`src/common/txpc_defines.vh`:
```
`ifndef TXPC_DEFINES_VH
`define TXPC_DEFINES_VH

// register byte addresses
`define TXPC_ADDR_CTRL        8'h00
`define TXPC_ADDR_SPACING     8'h04
`define TXPC_ADDR_IRQ_STATUS  8'h08
`define TXPC_ADDR_IRQ_CLEAR   8'h0C
`define TXPC_ADDR_IRQ_ENABLE  8'h10
`define TXPC_ADDR_GOOD_PKTS   8'h14
`define TXPC_ADDR_BAD_FCS     8'h18
`define TXPC_ADDR_BYTES       8'h1C
`define TXPC_ADDR_STATE       8'h20
`define TXPC_ADDR_MARKER_BASE 8'h40
`define TXPC_ADDR_MARKER_LAST 8'h5C

// control register fields
`define TXPC_CTRL_PCS_RESET   0
`define TXPC_CTRL_FCS_INS     1
`define TXPC_CTRL_IGNORE_FCS  2
`define TXPC_CTRL_CUSTOM_PRE  3
`define TXPC_CTRL_RSFEC50     4
`define TXPC_CTRL_WIDTH       5
`define TXPC_CTRL_RESET       5'h03

// interrupt status fields
`define TXPC_IRQ_BAD_FCS      0
`define TXPC_IRQ_UNDERFLOW    1
`define TXPC_IRQ_OVERFLOW     2
`define TXPC_IRQ_PKT_DONE     3
`define TXPC_IRQ_WIDTH        4

// marker spacing
`define TXPC_SPACING_DEFAULT  16'h3FFF
`define TXPC_SPACING_RSFEC50  16'h4FFF
`define TXPC_LANE_COUNT       4
`define TXPC_MARKER_RESET     64'h0000000000000000

// framing bytes and fcs constants
`define TXPC_PREAMBLE_BYTE    8'h55
`define TXPC_SFD_BYTE         8'hD5
`define TXPC_PREAMBLE_LEN     3'h7
`define TXPC_FCS_LEN          2'h3
`define TXPC_CRC_INIT         32'hFFFFFFFF
`define TXPC_CRC_POLY         32'hEDB88320
`define TXPC_CRC_RESIDUE      32'hDEBB20E3

`endif

```
`src/hdl/txpc_crc32.v`:
```
`default_nettype none

// running fcs accumulator, one byte per enabled cycle
module txpc_crc32 (
  // clock, reset and enable
  input  wire        clk,
  input  wire        rst_n,
  input  wire        ce,
  // control and data
  input  wire        init,
  input  wire        en,
  input  wire [7:0]  data,
  // running value
  output reg  [31:0] crc_reg
);

`include "txpc_defines.vh"

  reg [31:0] crc_next;
  integer    i;

  // bitwise reflected update of one byte
  always @* begin
    crc_next = crc_reg;
    for (i = 0; i < 8; i = i + 1) begin
      if (crc_next[0] ^ data[i]) begin
        crc_next = (crc_next >> 1) ^ `TXPC_CRC_POLY;
      end else begin
        crc_next = crc_next >> 1;
      end
    end
  end

  // init wins over update so a new packet always starts clean
  always @(posedge clk or negedge rst_n) begin
    if (!rst_n) begin
      crc_reg <= `TXPC_CRC_INIT;
    end else if (ce) begin
      if (init) begin
        crc_reg <= `TXPC_CRC_INIT;
      end else if (en) begin
        crc_reg <= crc_next;
      end
    end
  end

endmodule

`default_nettype wire

```
`src/hdl/txpc_top.v`:
```
// Behaviour
// RQ1: ignore control acts only without fcs insertion
// RQ2: bad fcs not counted good when ignore low
// RQ3: bad fcs counted good when ignore high
// RQ4: bad fcs flagged, stomped, frame sent unchanged
// RQ5: other statistics treat bad frame as clean
// RQ6: markers every spacing setting plus one words
// RQ7: software programs spacing 16383 normally
// RQ8: rs-fec 50g forces spacing to 20479
// RQ9: separate 64-bit marker value per lane
// RQ10: software changes markers only during reset
// RQ11: local fault high while encoder initialising
// RQ12: custom preamble replaces standard preamble
// RQ13: user gives preamble with start of packet
// RQ14: underflow on empty read, overflow on full write
// RQ15: fifo flags exist in this wide variant
// RQ16: fcs appended only when insertion enabled
// RQ17: preamble settings captured per packet start
`default_nettype none

module txpc_top (
  // clock, reset, enable
  input  wire         clk,
  input  wire         rst_n,
  input  wire         ce,
  // register port
  input  wire [7:0]   reg_addr,
  input  wire [31:0]  reg_wdata,
  input  wire         reg_wr,
  input  wire         reg_rd,
  output reg  [31:0]  reg_rdata,
  // user transmit stream
  input  wire [7:0]   tx_data,
  input  wire         tx_valid,
  input  wire         tx_sop,
  input  wire         tx_eop,
  input  wire [55:0]  tx_preamble_in,
  output reg          tx_ready,
  // line side byte stream
  output reg  [7:0]   line_data,
  output reg          line_valid,
  output reg          line_last,
  // lane markers
  output reg  [63:0]  lane_marker_data,
  output reg  [1:0]   lane_marker_lane,
  output reg          lane_marker_valid,
  // status
  output reg          stat_tx_local_fault,
  output reg          stat_tx_bad_fcs,
  output reg          stomped_fcs,
  output reg          stat_tx_underflow_err,
  output reg          stat_tx_overflow_err,
  output reg          irq
);

`include "txpc_defines.vh"

  // encoder states
  localparam [4:0] ST_INIT = 5'h01;
  localparam [4:0] ST_IDLE = 5'h02;
  localparam [4:0] ST_PRE  = 5'h04;
  localparam [4:0] ST_DATA = 5'h08;
  localparam [4:0] ST_FCS  = 5'h10;

  reg  [`TXPC_CTRL_WIDTH-1:0] ctrl_reg;
  reg  [15:0]                 spacing_reg;
  reg  [`TXPC_IRQ_WIDTH-1:0]  irq_status_reg;
  reg  [`TXPC_IRQ_WIDTH-1:0]  irq_enable_reg;
  reg  [31:0]                 good_pkts_reg;
  reg  [31:0]                 bad_fcs_cnt_reg;
  reg  [31:0]                 bytes_reg;
  reg  [63:0]                 marker_reg [0:`TXPC_LANE_COUNT-1];
  reg  [4:0]                  state_reg;
  reg  [4:0]                  state_next;
  reg  [2:0]                  idx_reg;
  reg  [55:0]                 pre_reg;
  reg                         pre_custom_reg;
  reg                         fcs_ins_reg;
  reg                         take_last_reg;
  reg  [15:0]                 word_cnt_reg;
  reg  [1:0]                  lane_reg;
  reg  [`TXPC_IRQ_WIDTH-1:0]  irq_event;
  reg  [31:0]                 rd_value;
  wire [31:0]                 crc_val;
  wire                        pcs_reset;
  wire                        take;
  wire                        take_last;
  wire                        frame_bad;
  wire                        start_pkt;
  wire [15:0]                 spacing_eff;
  wire [3:0]                  mk_index;
  integer                     k;

  assign pcs_reset = ctrl_reg[`TXPC_CTRL_PCS_RESET];
  assign take      = (state_reg == ST_DATA) && tx_ready && tx_valid;
  assign take_last = take && tx_eop;
  assign start_pkt = (state_reg == ST_IDLE) && tx_valid && tx_sop;
  // check residue over frame including user fcs
  assign frame_bad = !fcs_ins_reg && (crc_val != `TXPC_CRC_RESIDUE);
  // rs-fec in 50g overrides the programmed spacing
  assign spacing_eff = ctrl_reg[`TXPC_CTRL_RSFEC50] ? `TXPC_SPACING_RSFEC50 : spacing_reg; // RQ8
  assign mk_index    = reg_addr[5:2];

  // fcs over user bytes, cleared at packet start
  txpc_crc32 u_crc (
    .clk     (clk),
    .rst_n   (rst_n),
    .ce      (ce),
    .init    (start_pkt),
    .en      (take),
    .data    (tx_data),
    .crc_reg (crc_val)
  );

  // register writes
  always @(posedge clk or negedge rst_n) begin
    if (!rst_n) begin
      ctrl_reg       <= `TXPC_CTRL_RESET;
      spacing_reg    <= `TXPC_SPACING_DEFAULT;
      irq_enable_reg <= {`TXPC_IRQ_WIDTH{1'b0}};
      for (k = 0; k < `TXPC_LANE_COUNT; k = k + 1) begin
        marker_reg[k] <= `TXPC_MARKER_RESET;
      end
    end else if (ce && reg_wr) begin
      if (reg_addr == `TXPC_ADDR_CTRL) begin
        ctrl_reg <= reg_wdata[`TXPC_CTRL_WIDTH-1:0];
      end else if (reg_addr == `TXPC_ADDR_SPACING) begin
        spacing_reg <= reg_wdata[15:0]; // RQ6
      end else if (reg_addr == `TXPC_ADDR_IRQ_ENABLE) begin
        irq_enable_reg <= reg_wdata[`TXPC_IRQ_WIDTH-1:0];
      end else if (reg_addr >= `TXPC_ADDR_MARKER_BASE && reg_addr <= `TXPC_ADDR_MARKER_LAST) begin
        // even word is low half, odd word high half of a lane marker
        if (mk_index[0]) begin
          marker_reg[mk_index[2:1]][63:32] <= reg_wdata; // RQ9
        end else begin
          marker_reg[mk_index[2:1]][31:0] <= reg_wdata; // RQ9
        end
      end
    end
  end

  // read mux, unmapped addresses read zero
  always @* begin
    rd_value = 32'h00000000;
    if (reg_addr == `TXPC_ADDR_CTRL) begin
      rd_value = {27'h0, ctrl_reg};
    end else if (reg_addr == `TXPC_ADDR_SPACING) begin
      rd_value = {16'h0000, spacing_reg};
    end else if (reg_addr == `TXPC_ADDR_IRQ_STATUS) begin
      rd_value = {28'h0000000, irq_status_reg};
    end else if (reg_addr == `TXPC_ADDR_IRQ_ENABLE) begin
      rd_value = {28'h0000000, irq_enable_reg};
    end else if (reg_addr == `TXPC_ADDR_GOOD_PKTS) begin
      rd_value = good_pkts_reg;
    end else if (reg_addr == `TXPC_ADDR_BAD_FCS) begin
      rd_value = bad_fcs_cnt_reg;
    end else if (reg_addr == `TXPC_ADDR_BYTES) begin
      rd_value = bytes_reg;
    end else if (reg_addr == `TXPC_ADDR_STATE) begin
      rd_value = {22'h0, lane_reg, 3'h0, state_reg};
    end else if (reg_addr >= `TXPC_ADDR_MARKER_BASE && reg_addr <= `TXPC_ADDR_MARKER_LAST) begin
      if (mk_index[0]) begin
        rd_value = marker_reg[mk_index[2:1]][63:32];
      end else begin
        rd_value = marker_reg[mk_index[2:1]][31:0];
      end
    end
  end

  // read data stands one cycle after the strobe
  always @(posedge clk or negedge rst_n) begin
    if (!rst_n) begin
      reg_rdata <= 32'h00000000;
    end else if (ce) begin
      reg_rdata <= reg_rd ? rd_value : 32'h00000000;
    end
  end

  // encoder next state
  always @* begin
    state_next = state_reg;
    case (state_reg)
      ST_INIT: begin
        if (!pcs_reset) begin
          state_next = ST_IDLE;
        end
      end
      ST_IDLE: begin
        if (start_pkt) begin
          state_next = ST_PRE;
        end
      end
      ST_PRE: begin
        if (idx_reg == `TXPC_PREAMBLE_LEN) begin
          state_next = ST_DATA;
        end
      end
      ST_DATA: begin
        if (take_last) begin
          state_next = fcs_ins_reg ? ST_FCS : ST_IDLE; // RQ16
        end
      end
      ST_FCS: begin
        if (idx_reg[1:0] == `TXPC_FCS_LEN) begin
          state_next = ST_IDLE;
        end
      end
      default: begin
        state_next = ST_INIT;
      end
    endcase
    if (pcs_reset) begin
      state_next = ST_INIT;
    end
  end

  // encoder datapath and line output
  always @(posedge clk or negedge rst_n) begin
    if (!rst_n) begin
      state_reg           <= ST_INIT;
      idx_reg             <= 3'h0;
      pre_reg             <= 56'h00000000000000;
      pre_custom_reg      <= 1'b0;
      fcs_ins_reg         <= 1'b1;
      tx_ready            <= 1'b0;
      line_data           <= 8'h00;
      line_valid          <= 1'b0;
      line_last           <= 1'b0;
      stat_tx_local_fault <= 1'b1;
    end else if (ce) begin
      state_reg           <= state_next;
      stat_tx_local_fault <= (state_next == ST_INIT); // RQ11
      tx_ready            <= (state_next == ST_DATA) && !take_last;
      line_valid          <= 1'b0;
      line_last           <= 1'b0;
      idx_reg             <= (state_next == state_reg) ? idx_reg + 3'h1 : 3'h0;
      if (start_pkt) begin
        // captured once per packet, held for its whole length
        pre_reg        <= tx_preamble_in; // RQ13 RQ17
        pre_custom_reg <= ctrl_reg[`TXPC_CTRL_CUSTOM_PRE]; // RQ17
        fcs_ins_reg    <= ctrl_reg[`TXPC_CTRL_FCS_INS];
      end
      if (state_reg == ST_PRE) begin
        line_valid <= 1'b1;
        if (idx_reg == `TXPC_PREAMBLE_LEN) begin
          line_data <= `TXPC_SFD_BYTE;
        end else if (pre_custom_reg) begin
          line_data <= pre_reg[idx_reg*8 +: 8]; // RQ12
        end else begin
          line_data <= `TXPC_PREAMBLE_BYTE;
        end
      end else if (take) begin
        // user bytes go out untouched, even with a bad fcs
        line_data  <= tx_data; // RQ4
        line_valid <= 1'b1;
        line_last  <= tx_eop && !fcs_ins_reg;
      end else if (state_reg == ST_FCS) begin
        line_data  <= ~crc_val[idx_reg[1:0]*8 +: 8]; // RQ16
        line_valid <= 1'b1;
        line_last  <= (idx_reg[1:0] == `TXPC_FCS_LEN);
      end
    end
  end

  // end of packet statistics and fcs flags
  always @(posedge clk or negedge rst_n) begin
    if (!rst_n) begin
      good_pkts_reg         <= 32'h00000000;
      bad_fcs_cnt_reg       <= 32'h00000000;
      bytes_reg             <= 32'h00000000;
      stat_tx_bad_fcs       <= 1'b0;
      stomped_fcs           <= 1'b0;
      stat_tx_underflow_err <= 1'b0;
      stat_tx_overflow_err  <= 1'b0;
      take_last_reg         <= 1'b0;
    end else if (ce) begin
      stat_tx_bad_fcs       <= 1'b0;
      stomped_fcs           <= 1'b0;
      // empty read: stream ran dry inside a packet
      stat_tx_underflow_err <= (state_reg == ST_DATA) && tx_ready && !tx_valid; // RQ14 RQ15
      // full write: data offered while the path cannot take it
      stat_tx_overflow_err  <= tx_valid && !tx_ready && !start_pkt; // RQ14 RQ15
      if (take) begin
        bytes_reg <= bytes_reg + 32'h00000001; // RQ5
      end
      // verdict a cycle after the last byte, once the crc has taken it in
      take_last_reg <= take_last;
      if (take_last_reg) begin
        // frame_bad is only ever set without insertion
        stat_tx_bad_fcs <= frame_bad; // RQ4
        stomped_fcs     <= frame_bad; // RQ4
        if (frame_bad) begin
          bad_fcs_cnt_reg <= bad_fcs_cnt_reg + 32'h00000001;
        end
        if (!frame_bad || ctrl_reg[`TXPC_CTRL_IGNORE_FCS]) begin
          good_pkts_reg <= good_pkts_reg + 32'h00000001; // RQ1 RQ2 RQ3 RQ5
        end
      end
    end
  end

  // lane marker spacing and per-lane values
  always @(posedge clk or negedge rst_n) begin
    if (!rst_n) begin
      word_cnt_reg      <= 16'h0000;
      lane_reg          <= 2'h0;
      lane_marker_data  <= 64'h0000000000000000;
      lane_marker_lane  <= 2'h0;
      lane_marker_valid <= 1'b0;
    end else if (ce) begin
      lane_marker_valid <= 1'b0;
      if (pcs_reset) begin
        // settings may only move while held here
        word_cnt_reg <= 16'h0000; // RQ10
        lane_reg     <= 2'h0;
      end else if (word_cnt_reg == spacing_eff) begin
        word_cnt_reg      <= 16'h0000; // RQ6
        lane_marker_data  <= marker_reg[lane_reg]; // RQ9
        lane_marker_lane  <= lane_reg;
        lane_marker_valid <= 1'b1;
        lane_reg          <= lane_reg + 2'h1;
      end else begin
        word_cnt_reg <= word_cnt_reg + 16'h0001;
      end
    end
  end

  // sticky interrupt status, a new event wins over a clear
  always @* begin
    irq_event = {`TXPC_IRQ_WIDTH{1'b0}};
    irq_event[`TXPC_IRQ_BAD_FCS]   = take_last_reg && frame_bad;
    irq_event[`TXPC_IRQ_UNDERFLOW] = (state_reg == ST_DATA) && tx_ready && !tx_valid;
    irq_event[`TXPC_IRQ_OVERFLOW]  = tx_valid && !tx_ready && !start_pkt;
    irq_event[`TXPC_IRQ_PKT_DONE]  = take_last;
  end

  always @(posedge clk or negedge rst_n) begin
    if (!rst_n) begin
      irq_status_reg <= {`TXPC_IRQ_WIDTH{1'b0}};
      irq            <= 1'b0;
    end else if (ce) begin
      if (reg_wr && reg_addr == `TXPC_ADDR_IRQ_CLEAR) begin
        irq_status_reg <= (irq_status_reg & ~reg_wdata[`TXPC_IRQ_WIDTH-1:0]) | irq_event;
      end else begin
        irq_status_reg <= irq_status_reg | irq_event;
      end
      irq <= |(irq_status_reg & irq_enable_reg);
    end
  end

endmodule

`default_nettype wire

```
`config.mk`:
```
export PLATFORM = sky130hd
export DESIGN_NAME = txpc_top
export DESIGN_NICKNAME = d
export VERILOG_FILES = /design/src/hdl/txpc_crc32.v /design/src/hdl/txpc_top.v
export VERILOG_INCLUDE_DIRS = /design/src /design/src/common
export SDC_FILE = /design/constraint.sdc
export NUM_CORES = 1
export LEC_CHECK = 0
export BUFFER_PORTS_ARGS = -buffer_cell sky130_fd_sc_hd__buf_2
export CORE_ASPECT_RATIO = 0.8
export CORE_MARGIN = 3
export CORE_UTILIZATION = 30
export DETAILED_ROUTE_END_ITERATION = 10
export PLACE_DENSITY = 0.44
export SYNTH_ARGS = -nofsm -noshare
export SYNTH_HDL_FRONTEND = slang
export SYNTH_SLANG_ARGS = --single-unit
```
`constraint.sdc`:
```
create_clock -name clk -period 5.7 [get_ports clk]
set_input_delay 1.14 -clock clk [delete_from_list [all_inputs] [get_ports clk]]
set_output_delay 1.14 -clock clk [all_outputs]
set_load 0.05 [all_outputs]
```
## Word level (Yosys, flattened, before mapping)

Index checks and enable logic that the tools add are counted.

- Register bits after elaboration: 613
- Bits of input ports: 112
- Output and inout port bits: 116
- Word-level logic and storage cells: 196

- Add/sub/neg operators: 6
- Magnitude comparators: 5
- Equality and inequality tests: 20
- Shifts and indexed selects: 2
- Muxes and demuxes: 62
- Bitwise logic cells: 28
- Reduce and logical (&&, ||, !) cells: 40

Operators by type and width:

| kind | number |
|---|---|
| 32-bit two-way mux | 22 |
| 256-bit bitwise mux | 2 |
| 64-bit two-way mux | 5 |
| 64-bit binary-select mux with 2-bit select | 2 |
| 64-bit demux with 2-bit select | 2 |
| 256-bit two-way mux | 1 |
| 13-bit inverter with 14-bit output | 8 |
| 32-bit by 1-bit adder with 32-bit output (second input constant) | 3 |
| 56-bit by 7-bit variable part select with 8-bit output | 1 |
| 16-bit two-way mux | 3 |
| 8-bit two-way mux | 5 |
| 8-bit by 5-bit equality test with 1-bit output (second input constant) | 4 |
| 32-bit inequality test (second input constant) | 1 |
| 32-bit by 6-bit variable part select with 8-bit output | 1 |
| 5-bit two-way mux | 6 |
| 5-bit case mux with 5 select lines | 1 |
| 16-bit by 1-bit adder with 16-bit output (second input constant) | 1 |
| 16-bit equality test | 1 |
| 8-bit by 4-bit equality test with 1-bit output (second input constant) | 2 |
| 1-bit logical AND | 16 |
| 2-bit AND reduction | 6 |
| 3-bit AND reduction | 4 |
| 5-bit by 1-bit equality test with 1-bit output (second input constant) | 2 |
| 5-bit by 4-bit equality test with 1-bit output (second input constant) | 2 |
| other kinds (33) | 62 |

## Longest topological paths before layout

Gate-level depths: netlist of run 1.

- Word-level depth: 18
- Mapped depth: 11
- Mapped depth without buffers: 7

## By module

From an unflattened synthesis of run 1, not the netlist that was laid out.

- Cell total of the unflattened synthesis: 2353
- Area total of the unflattened synthesis: 30964.7 um^2

By module, submodules not included:

| module | times used | cells an instance | area each (um^2) | sequential area each (um^2) |
|---|---|---|---|---|
| txpc_top | 1 | 2188 | 28790.1 | 14562.7 |
| txpc_crc32 | 1 | 165 | 2174.6 | 840.8 |

## Worst setup path before layout of run 1

Ideal clock, no wire load.

- Kind: input port to flip-flop
- Start point: input reg_addr[3]
- End point: register reg_rdata[19]
- Setup time: 0.121 ns
- Data arrival time: 2.985 ns
- Data required time: 5.579 ns
- Slack: 2.594 ns
- Stages on the path: 7
- Buffers on the path: 3
- Cells stage by stage: clkbuf_1 -> buf_2 -> buf_2 -> mux4_2 -> mux2i_1 -> o21ai_0 -> a22o_1

- Cells in the longest elaborated chain, start to end: 15
- Elaborated cells between the ends (all ways): 26
- Those cells by class: order compare (2); eq/ne (7); mux (14); bitwise (1); reduce/logical (2)

RTL lines:

| element | line | source |
|---|---|---|
| start: declaration | txpc_top.v:27 | `input wire [7:0] reg_addr,` |
| parallel branches: the longest is 13 deep, another holds 8-bit by 7-bit >= comparator with 1-bit output | n/a |  |
| 32-bit two-way mux * | txpc_top.v:145 | `` if (reg_addr == `TXPC_ADDR_CTRL) begin `` |
| 32-bit two-way mux * | txpc_top.v:175 | `reg_rdata <= reg_rd ? rd_value : 32'h00000000;` |
| end signal: assignment | txpc_top.v:175 |  |
| end: declaration | txpc_top.v:31 | `output reg [31:0] reg_rdata,` |

Every way passes the cells marked *. The select of a mux whose other input is x is not followed.
A chain may end at the register's enable or synchronous reset.

## Worst setup path in the final report of run 1

- Start point: register ctrl_reg[4]
- End point: register lane_marker_data[11]

- Cells in the longest elaborated chain, start to end: 3

RTL lines:

| element | line | source |
|---|---|---|
| start: declaration | txpc_top.v:65 | `` reg [`TXPC_CTRL_WIDTH-1:0] ctrl_reg; `` |
| start signal: assignment | txpc_top.v:118 | `` ctrl_reg <= `TXPC_CTRL_RESET; `` |
| start signal: assignment | txpc_top.v:126 | `` ctrl_reg <= reg_wdata[`TXPC_CTRL_WIDTH-1:0]; `` |
| 16-bit two-way mux | txpc_top.v:101 | `` assign spacing_eff = ctrl_reg[`TXPC_CTRL_RSFEC50] ? `TXPC_SPACING_RSFEC50 : spacing_reg; `` |
| 16-bit equality test | txpc_top.v:316 | `end else if (word_cnt_reg == spacing_eff) begin` |
| 3-bit AND reduction (no line) | n/a |  |
| end signal: assignment | txpc_top.v:318 | `lane_marker_data <= marker_reg[lane_reg];` |
| end: declaration | txpc_top.v:44 | `output reg [63:0] lane_marker_data,` |

Every way passes these cells.

==> reports/metrics.cfg, run 1 <==
[run_status]
outcome = completed

[sta]
tightest_slew_ns = 1.36
relSlewSlack_pct = 9.58
setup-tns-final_ns = 0
setup_ws_ns = 1.73
fin_skew_ns = 0.0345
fmax_ghz = 0.252
drv_slew = 0
rsz0062_at_grt = false
finalHoldViolations = 0
finalSetupViolCount = 0
min_period_over_period_pct = 69.6
min_period_ns = 3.97

[pwr]
p_per_area_nw_per_um2 = 380
power.leakage_nw = 16.4
ir_drop_mv = 0.192

[placement]
portBuffers = 227
finalWeightedCongestion = 0.865
dp_cells = 3725
placedInstanceArea_sq_um = 33100
dp_slack_ns = 1.46
dpl.hpwl_microns = 67200

[cells_and_area]
final_cell_mix = dfrtp_1 (560), mux2_2 (383), buf_2 (224), mux4_2 (144), nand2_1 (105)
area_delta_synth_final_pct = 16.4
final_layout_size_suffix_gt1_share_pct = 40.7
layout_commonest_cell = dfrtp_1
finalInstanceArea_sq_um = 35600
nets = 2593
largest_register_ffs = 256
final_cells = 3859

[die]
die_w_microns = 363
floorplan.initialDensity_pct = 30.3
ios = 228
core_sq_um = 101000
die_y_microns = 291
num_rows = 104
dieArea_sq_um = 106000

[route]
drc = 0
dr.first_iter.drc_count = 1725
via_count = 20465
wl_per_cell_microns = 25.3
met3WireLength_microns = 6360
drt_wl_total_microns = 97600
wl_met1_microns = 45500
wl_met2_microns = 43300
vias_per_cell = 5.30
drtAntennaViolNets = 0
top_layer_used = met5
first_pass_iters = 7

[worst_setup_path]
arrival_ns = 4.47
cp_cell_sequence = or4_1, o22a_1, a222oi_1, and4_2, and2_4, buf_4, mux2_2
critPathLaunchType = flip-flop
worst-setup-path-type = reg2reg
crit_required_ns = 6.20
cpLargestDelayFamily = simple AND/OR/NAND/NOR gates
crit_fanout = 58
worst_path_largest_cell_delay_ns = 0.82
cp_num_buf_inv = 1
critPathSlowestCell = and2_4
endpoint_kind = flip-flop

[yosys]
yosys_warnings = 0
yosysUniqueCellTypes = 84
yosysTopAreaCellShare_pct = 46.1
synth_top_cell_by_area = dfrtp_1
synth_edf_count = 0
synth.cell_area_sq_um = 30500
synthFlopType = dfrtp_1
synth.net_count = 2403
synthArstFlopShare_pct = 100
synth_area_leaders = dfrtp_1 (46%), mux2_2 (14%), mux4_2 (11%)
synth.yosys.seq_area_share_pct = 50.4
syn_inst = 2285
ys_ff_latch = 613
avgSynthCellArea_sq_um = 13.4

[clock_network]
cts_tree = built
cts_root_buf = clkbuf_16
cts_buffers = 73
cts-resized-gates = 0
cts_sinks = 613
htreeDepth = 3
cts_hold_buf = 0
cts.clk_slew.worst_paths_ns = 0.06
clk_path_buf_depth = 3
insertion_delay_ns = 0.64
post_cts_buffers = 0

[global_route]
grt_max_degree = 114
grt_pass1_wl_microns = 148000
globalRouteOverflowTotal = 0
antenna_found_initial = 11
grt_pass1_vias = 21787
grtUsageTotal_pct = 18.5

[job]
maxCapViolations = 0

[worst_hold_path]
min_path_type = reg2reg

-- per-stage QoR --
stage / power, mW / utilization (%) / hold slack [ns]
floorplan: 7.83 / - / 0.443
global placement: 8.74 / 32.9 / 0.464
detailed placement: 8.81 / 32.9 / 0.464
CTS: 13.7 / 35.3 / 0.474
global route: 14.2 / 35.3 / 0.507
finish: 13.5 / 35.3 / 0.477
-- per-layer routing --
| layer | up-vias | track usage, % |
|---|---|---|
| met4 | 2 | 5.07 |
| met1 | 10850 | 26.9 |
| met5 | - | 0 |
| met3 | 135 | 4.18 |
| met2 | 547 | 27.7 |
| li1 | 8931 | - |
-- cell usage after synthesis (16+ instances only) --
cell	count
nor2_1	91
a22o_1	22
mux2_2	383
a21oi_1	40
nand3_1	55
and3_1	18
o21ai_0	46
xnor2_1	97
mux2i_1	47
buf_1	34
buf_2	22
dfstp_2	51
o211ai_1	18
and2_1	22
nor3_1	49
xor2_1	84
mux4_2	144
clkbuf_1	86
dfrtp_1	562
nand2_1	111
mux2_4	29
inv_1	16
a222oi_1	26
nand4_1	28
-- kinds of logic after synthesis --
family	after synthesis	synth area share [%]
AOI/OAI and AO/OA	256	6.13
adders and majority gates	7	0.279
buffers and inverters	170	2.52
DFF	613	50.4
xor gates and xnor gates	183	5.33
and+or+nand+nor	453	7.59
muxes	603	27.7
-- final timing paths --
kind	startpoint	to	slack, ns	depth (start not counted)
min	lane_marker_valid$_DFFE_PN0P_	lane_marker_valid$_DFFE_PN0P_	0.48	1
min reg2reg	lane_marker_valid$_DFFE_PN0P_	lane_marker_valid$_DFFE_PN0P_	0.48	1
min in group asynchronous	rst_n	lane_marker_data[58]$_DFFE_PN0P_	0.56	1
max in group asynchronous	rst_n	pre_reg[28]$_DFFE_PN0P_	3.94	2
max reg2reg	ctrl_reg[4]$_DFFE_PN0P_	lane_marker_data[11]$_DFFE_PN0P_	1.73	7
max	ctrl_reg[4]$_DFFE_PN0P_	lane_marker_data[11]$_DFFE_PN0P_	1.73	7
-- report_power, final --
part | total, mW | internal [mW] | switching (mW) | leakage [nW]
logic | 3.19 | 1.47 | 1.72 | 6.99
clock network | 4.79 | 2.84 | 1.96 | 1.21
registers | 5.54 | 5.01 | 0.533 | 8.17
total | 13.5 | 9.32 | 4.20 | 16.4
-- layout make-up --
| class | count | area [sq um] |
|---|---|---|
| Multi-Input combinational cell | 1502 | 14500 |
| Inverter | 17 | 63.8 |
| Sequential cell | 613 | 15400 |
| Timing Repair Buffer | 268 | 1530 |
| Antenna cell | 5 | 12.5 |
| Clock buffer | 103 | 2120 |
| Fill cell | 9842 | 65200 |
| Tap cell | 1325 | 1660 |
| Clock inverter | 26 | 304 |
Power figures use the tool's default switching activity.
==> run 2, diff against run 1 <==
ABC_AREA = 1   (was not set)
PLACE_DENSITY = 0.45   (was 0.44)
clock period = 3.6 ns   (was 5.7 ns; I/O delays follow)
==> run 2 against run 1 <==
Against the previous run: sequential cell count unchanged; global-route usage is 2.7 points higher; wire length up 24%; critical path depth increased by 3; combinational power rose by 39%; via count up 42%; worst setup slack worse by 0.76 ns; die area up 7.8%; critical path type unchanged; largest cell class unchanged.
==> reports/metrics.cfg, run 2 <==
[yosys]
synth_edf_count = 0  ; unchanged
avgSynthCellArea_sq_um = 7.71  ; -42%
yosysTopAreaCellShare_pct = 42.6  ; -3.4 points
yosysMostFrequentCell = nand2_1
ys_ff_latch = 613  ; unchanged
synthFlopType = dfrtp_1
syn_inst = 4279  ; +87%
synthArstFlopShare_pct = 100  ; unchanged
yosys_warnings = 0  ; unchanged
synth_area_leaders = dfrtp_1 (43%), nand2_1 (15%), o21ai_0 (8.6%)
synth.cell_area_sq_um = 33000  ; +8.0%
synth.yosys.seq_area_share_pct = 46.7  ; -3.7 points
netlist_top_cells_count = nand2_1 (1283), o21ai_0 (566), dfrtp_1 (562)
synth.net_count = 4397  ; +83%
yosysUniqueCellTypes = 56  ; -33%
synth_top_cell_by_area = dfrtp_1

[worst_setup_path]
crit_fanout = 69  ; +19%
critPathLaunchType = flip-flop
startpoint = ctrl_reg[4]$_DFFE_PN0P_
cp_cell_sequence = inv_2, nand2_1, xor2_1, nand4_1, nor2_1, nand2_1, inv_2, nand2_4, nand2_1, nand2_1
critPathSlowestCell = dfrtp_1
rr_startpoint = ctrl_reg[4]$_DFFE_PN0P_
timing.critical_path.mode_cell = nand2_1
crit_required_ns = 4.12  ; -2.08 ns
endpoint_kind = flip-flop
worst-setup-path-type = reg2reg
worst_path_largest_cell_delay_ns = 0.68  ; -0.14 ns
arrival_ns = 3.15  ; -1.32 ns

[clock_network]
clk_path_buf_depth = 3  ; unchanged
cts.clk_slew.worst_paths_ns = 0.07  ; about the same
cts_hold_buf = 0  ; unchanged
cts_buffers = 73  ; unchanged
cts_root_buf = clkbuf_16
insertion_delay_ns = 0.66  ; +0.02 ns
cts_tree = built
htreeDepth = 3  ; unchanged
post_cts_buffers = 0  ; unchanged
cts-resized-gates = 0  ; unchanged
cts_sinks = 613  ; unchanged

[cells_and_area]
finalInstanceArea_sq_um = 38300  ; +7.7%
final_cell_mix = nand2_1 (1282), o21ai_0 (566), dfrtp_1 (560), inv_1 (377), nor2_1 (230)
largest_register_ffs = 256  ; unchanged
final_layout_size_suffix_gt1_share_pct = 14.2  ; -27 points
nets = 4557  ; +76%
layout_commonest_cell = nand2_1
final_cells = 5928  ; +54%
area_delta_synth_final_pct = 16.1

[global_route]
antenna_found_initial = 6  ; -5
globalRouteOverflowTotal = 0  ; unchanged
grt_max_degree = 114  ; unchanged
grtUsageTotal_pct = 21.2  ; +2.7 points
grt_pass1_wl_microns = 184000  ; +25%
grt_pass1_vias = 28017  ; +29%

[route]
wl_met2_microns = 51600  ; +19%
drt_wl_total_microns = 121000  ; +24%
met3WireLength_microns = 7240  ; +14%
via_count = 29020  ; +42%
wl_met1_microns = 59300  ; +30%
vias_per_cell = 4.90  ; -7.7%
top_layer_used = met5
wl_per_cell_microns = 20.5  ; -19%
dr.first_iter.drc_count = 2606  ; +51%
drc = 0  ; unchanged
drtAntennaViolNets = 0  ; unchanged
first_pass_iters = 5  ; -2

[sta]
setup-tns-final_ns = 0  ; unchanged
rsz0062_at_grt = false
min_period_over_period_pct = 72.9  ; +3.3 points
finalHoldViolations = 0  ; unchanged
drv_slew = 0  ; unchanged
tightest_slew_ns = 0.886  ; -0.470 ns
min_period_ns = 2.63  ; -1.34 ns
fmax_ghz = 0.381  ; +51%
finalSetupViolCount = 0  ; unchanged
fin_skew_ns = 0.0282  ; -0.00629 ns
relSlewSlack_pct = 40.9  ; +31 points
setup_ws_ns = 0.975  ; -0.757 ns

[pwr]
power.leakage_nw = 18.7  ; +14%
clkPwrFrac_pct = 37.7  ; +2.3 points
seqPwrFrac_pct = 40.9  ; about the same
p_total_mw = 20.8  ; +54%
p_sw_mw = 6.68  ; +59%
ir_drop_mv = 0.354  ; +84%
comb_power_share_pct = 21.4  ; -2.2 points
swShare_pct = 32.1  ; +1.0 points
p_per_area_nw_per_um2 = 543  ; +43%
p_int_mw = 14.1  ; +52%

[run_status]
outcome = completed

[placement]
finalWeightedCongestion = 0.922  ; +6.6%
dp_cells = 5794  ; +56%
dpl.hpwl_microns = 85900  ; +28%
placedInstanceArea_sq_um = 35800  ; +8.1%
dp_slack_ns = 0.483  ; -0.978 ns
portBuffers = 227  ; unchanged

[die]
num_rows = 108  ; +3.8%
dieArea_sq_um = 114000  ; +7.8%
ios = 228  ; unchanged
die_y_microns = 303  ; +3.8%
die_w_microns = 377  ; +3.9%
core_sq_um = 109000  ; +8.0%
floorplan.initialDensity_pct = 30.3  ; about the same

[job]
maxCapViolations = 0  ; unchanged

[worst_hold_path]
min_path_type = in2async

## run 2: cell types whose count changed in the layout (fill, tap and decap cells not counted), sizes merged, moves of 127 or more
cell	delta
nand2	+1189
o21ai	+554
inv	+370
mux2	-357
a21oi	+151
nor2	+150
mux4	-144
nand3	+127
## run 2: layout make-up
cell class,instances,area (sq um)
fill,11560,70500
sequential,613,15400
multi-input combinational,3042,15100
clock buffer,109,2220
timing repair buffer,318,2040
tap,1430,1790
inverter,391,1470
clock inverter,21,280
antenna,4,10.0
## run 2: per-layer routing
metal  global-route usage, %  up-vias
li1                        -    14259
met1                    31.6    13850
met2                    31.6      770
met3                    3.72      139
met4                    5.60        2
met5                       0        -
## run 2: path summary, 6_finish.rpt
kind                                                    end  slack [ns]  cells after the start
min                        lane_marker_data[46]$_DFFE_PN0P_        0.07                      1
max                         lane_marker_data[7]$_DFFE_PN0P_        0.97                     10
min in group clk                    pre_reg[40]$_DFFE_PN0P_        0.30                      2
max reg2reg                 lane_marker_data[7]$_DFFE_PN0P_        0.97                     10
min reg2reg                lane_marker_data[36]$_DFFE_PN0P_        0.46                      2
max in group asynchronous           fcs_ins_reg$_DFFE_PN1P_        2.53                      2
## run 2: per-stage QoR
stage	hold WS [ns]	util, %
floorplan	0.424	-
global placement	0.452	32.9
detailed placement	0.454	32.9
CTS	0.0971	35.2
global route	0.109	35.2
finish	0.0729	35.2
## run 2: cells by family after synthesis
group / count (synthesis) / share of synthesized area [%]
adder cells (fa/ha/maj): 6 / 0.228
multiplexers: 65 / 2.18
AO/OA/AOI/OAI: 888 / 14.3
buffers and inverters: 624 / 7.65
AND/OR/NAND/NOR: 1907 / 24.1
XOR/XNOR: 176 / 4.82
flip-flops: 613 / 46.7
## run 2: power groups by stage
stage,clock network [mW],logic [mW],registers [mW]
2_1_floorplan,0,2.97,8.56
3_3_place_gp,0,4.44,8.61
3_5_place_dp,0,4.46,8.61
4_1_cts,8.06,4.47,8.50
5_1_grt,8.34,5.03,8.62
6_report,7.85,4.44,8.51
## run 2: critical path: cells and delay by family (launching register included)
kind | cells | cell delay [ns]
DFF | 1 | 0.68
buffers and inverters | 2 | 0.32
and+or+nand+nor | 7 | 1.17
xor gates and xnor gates | 1 | 0.15
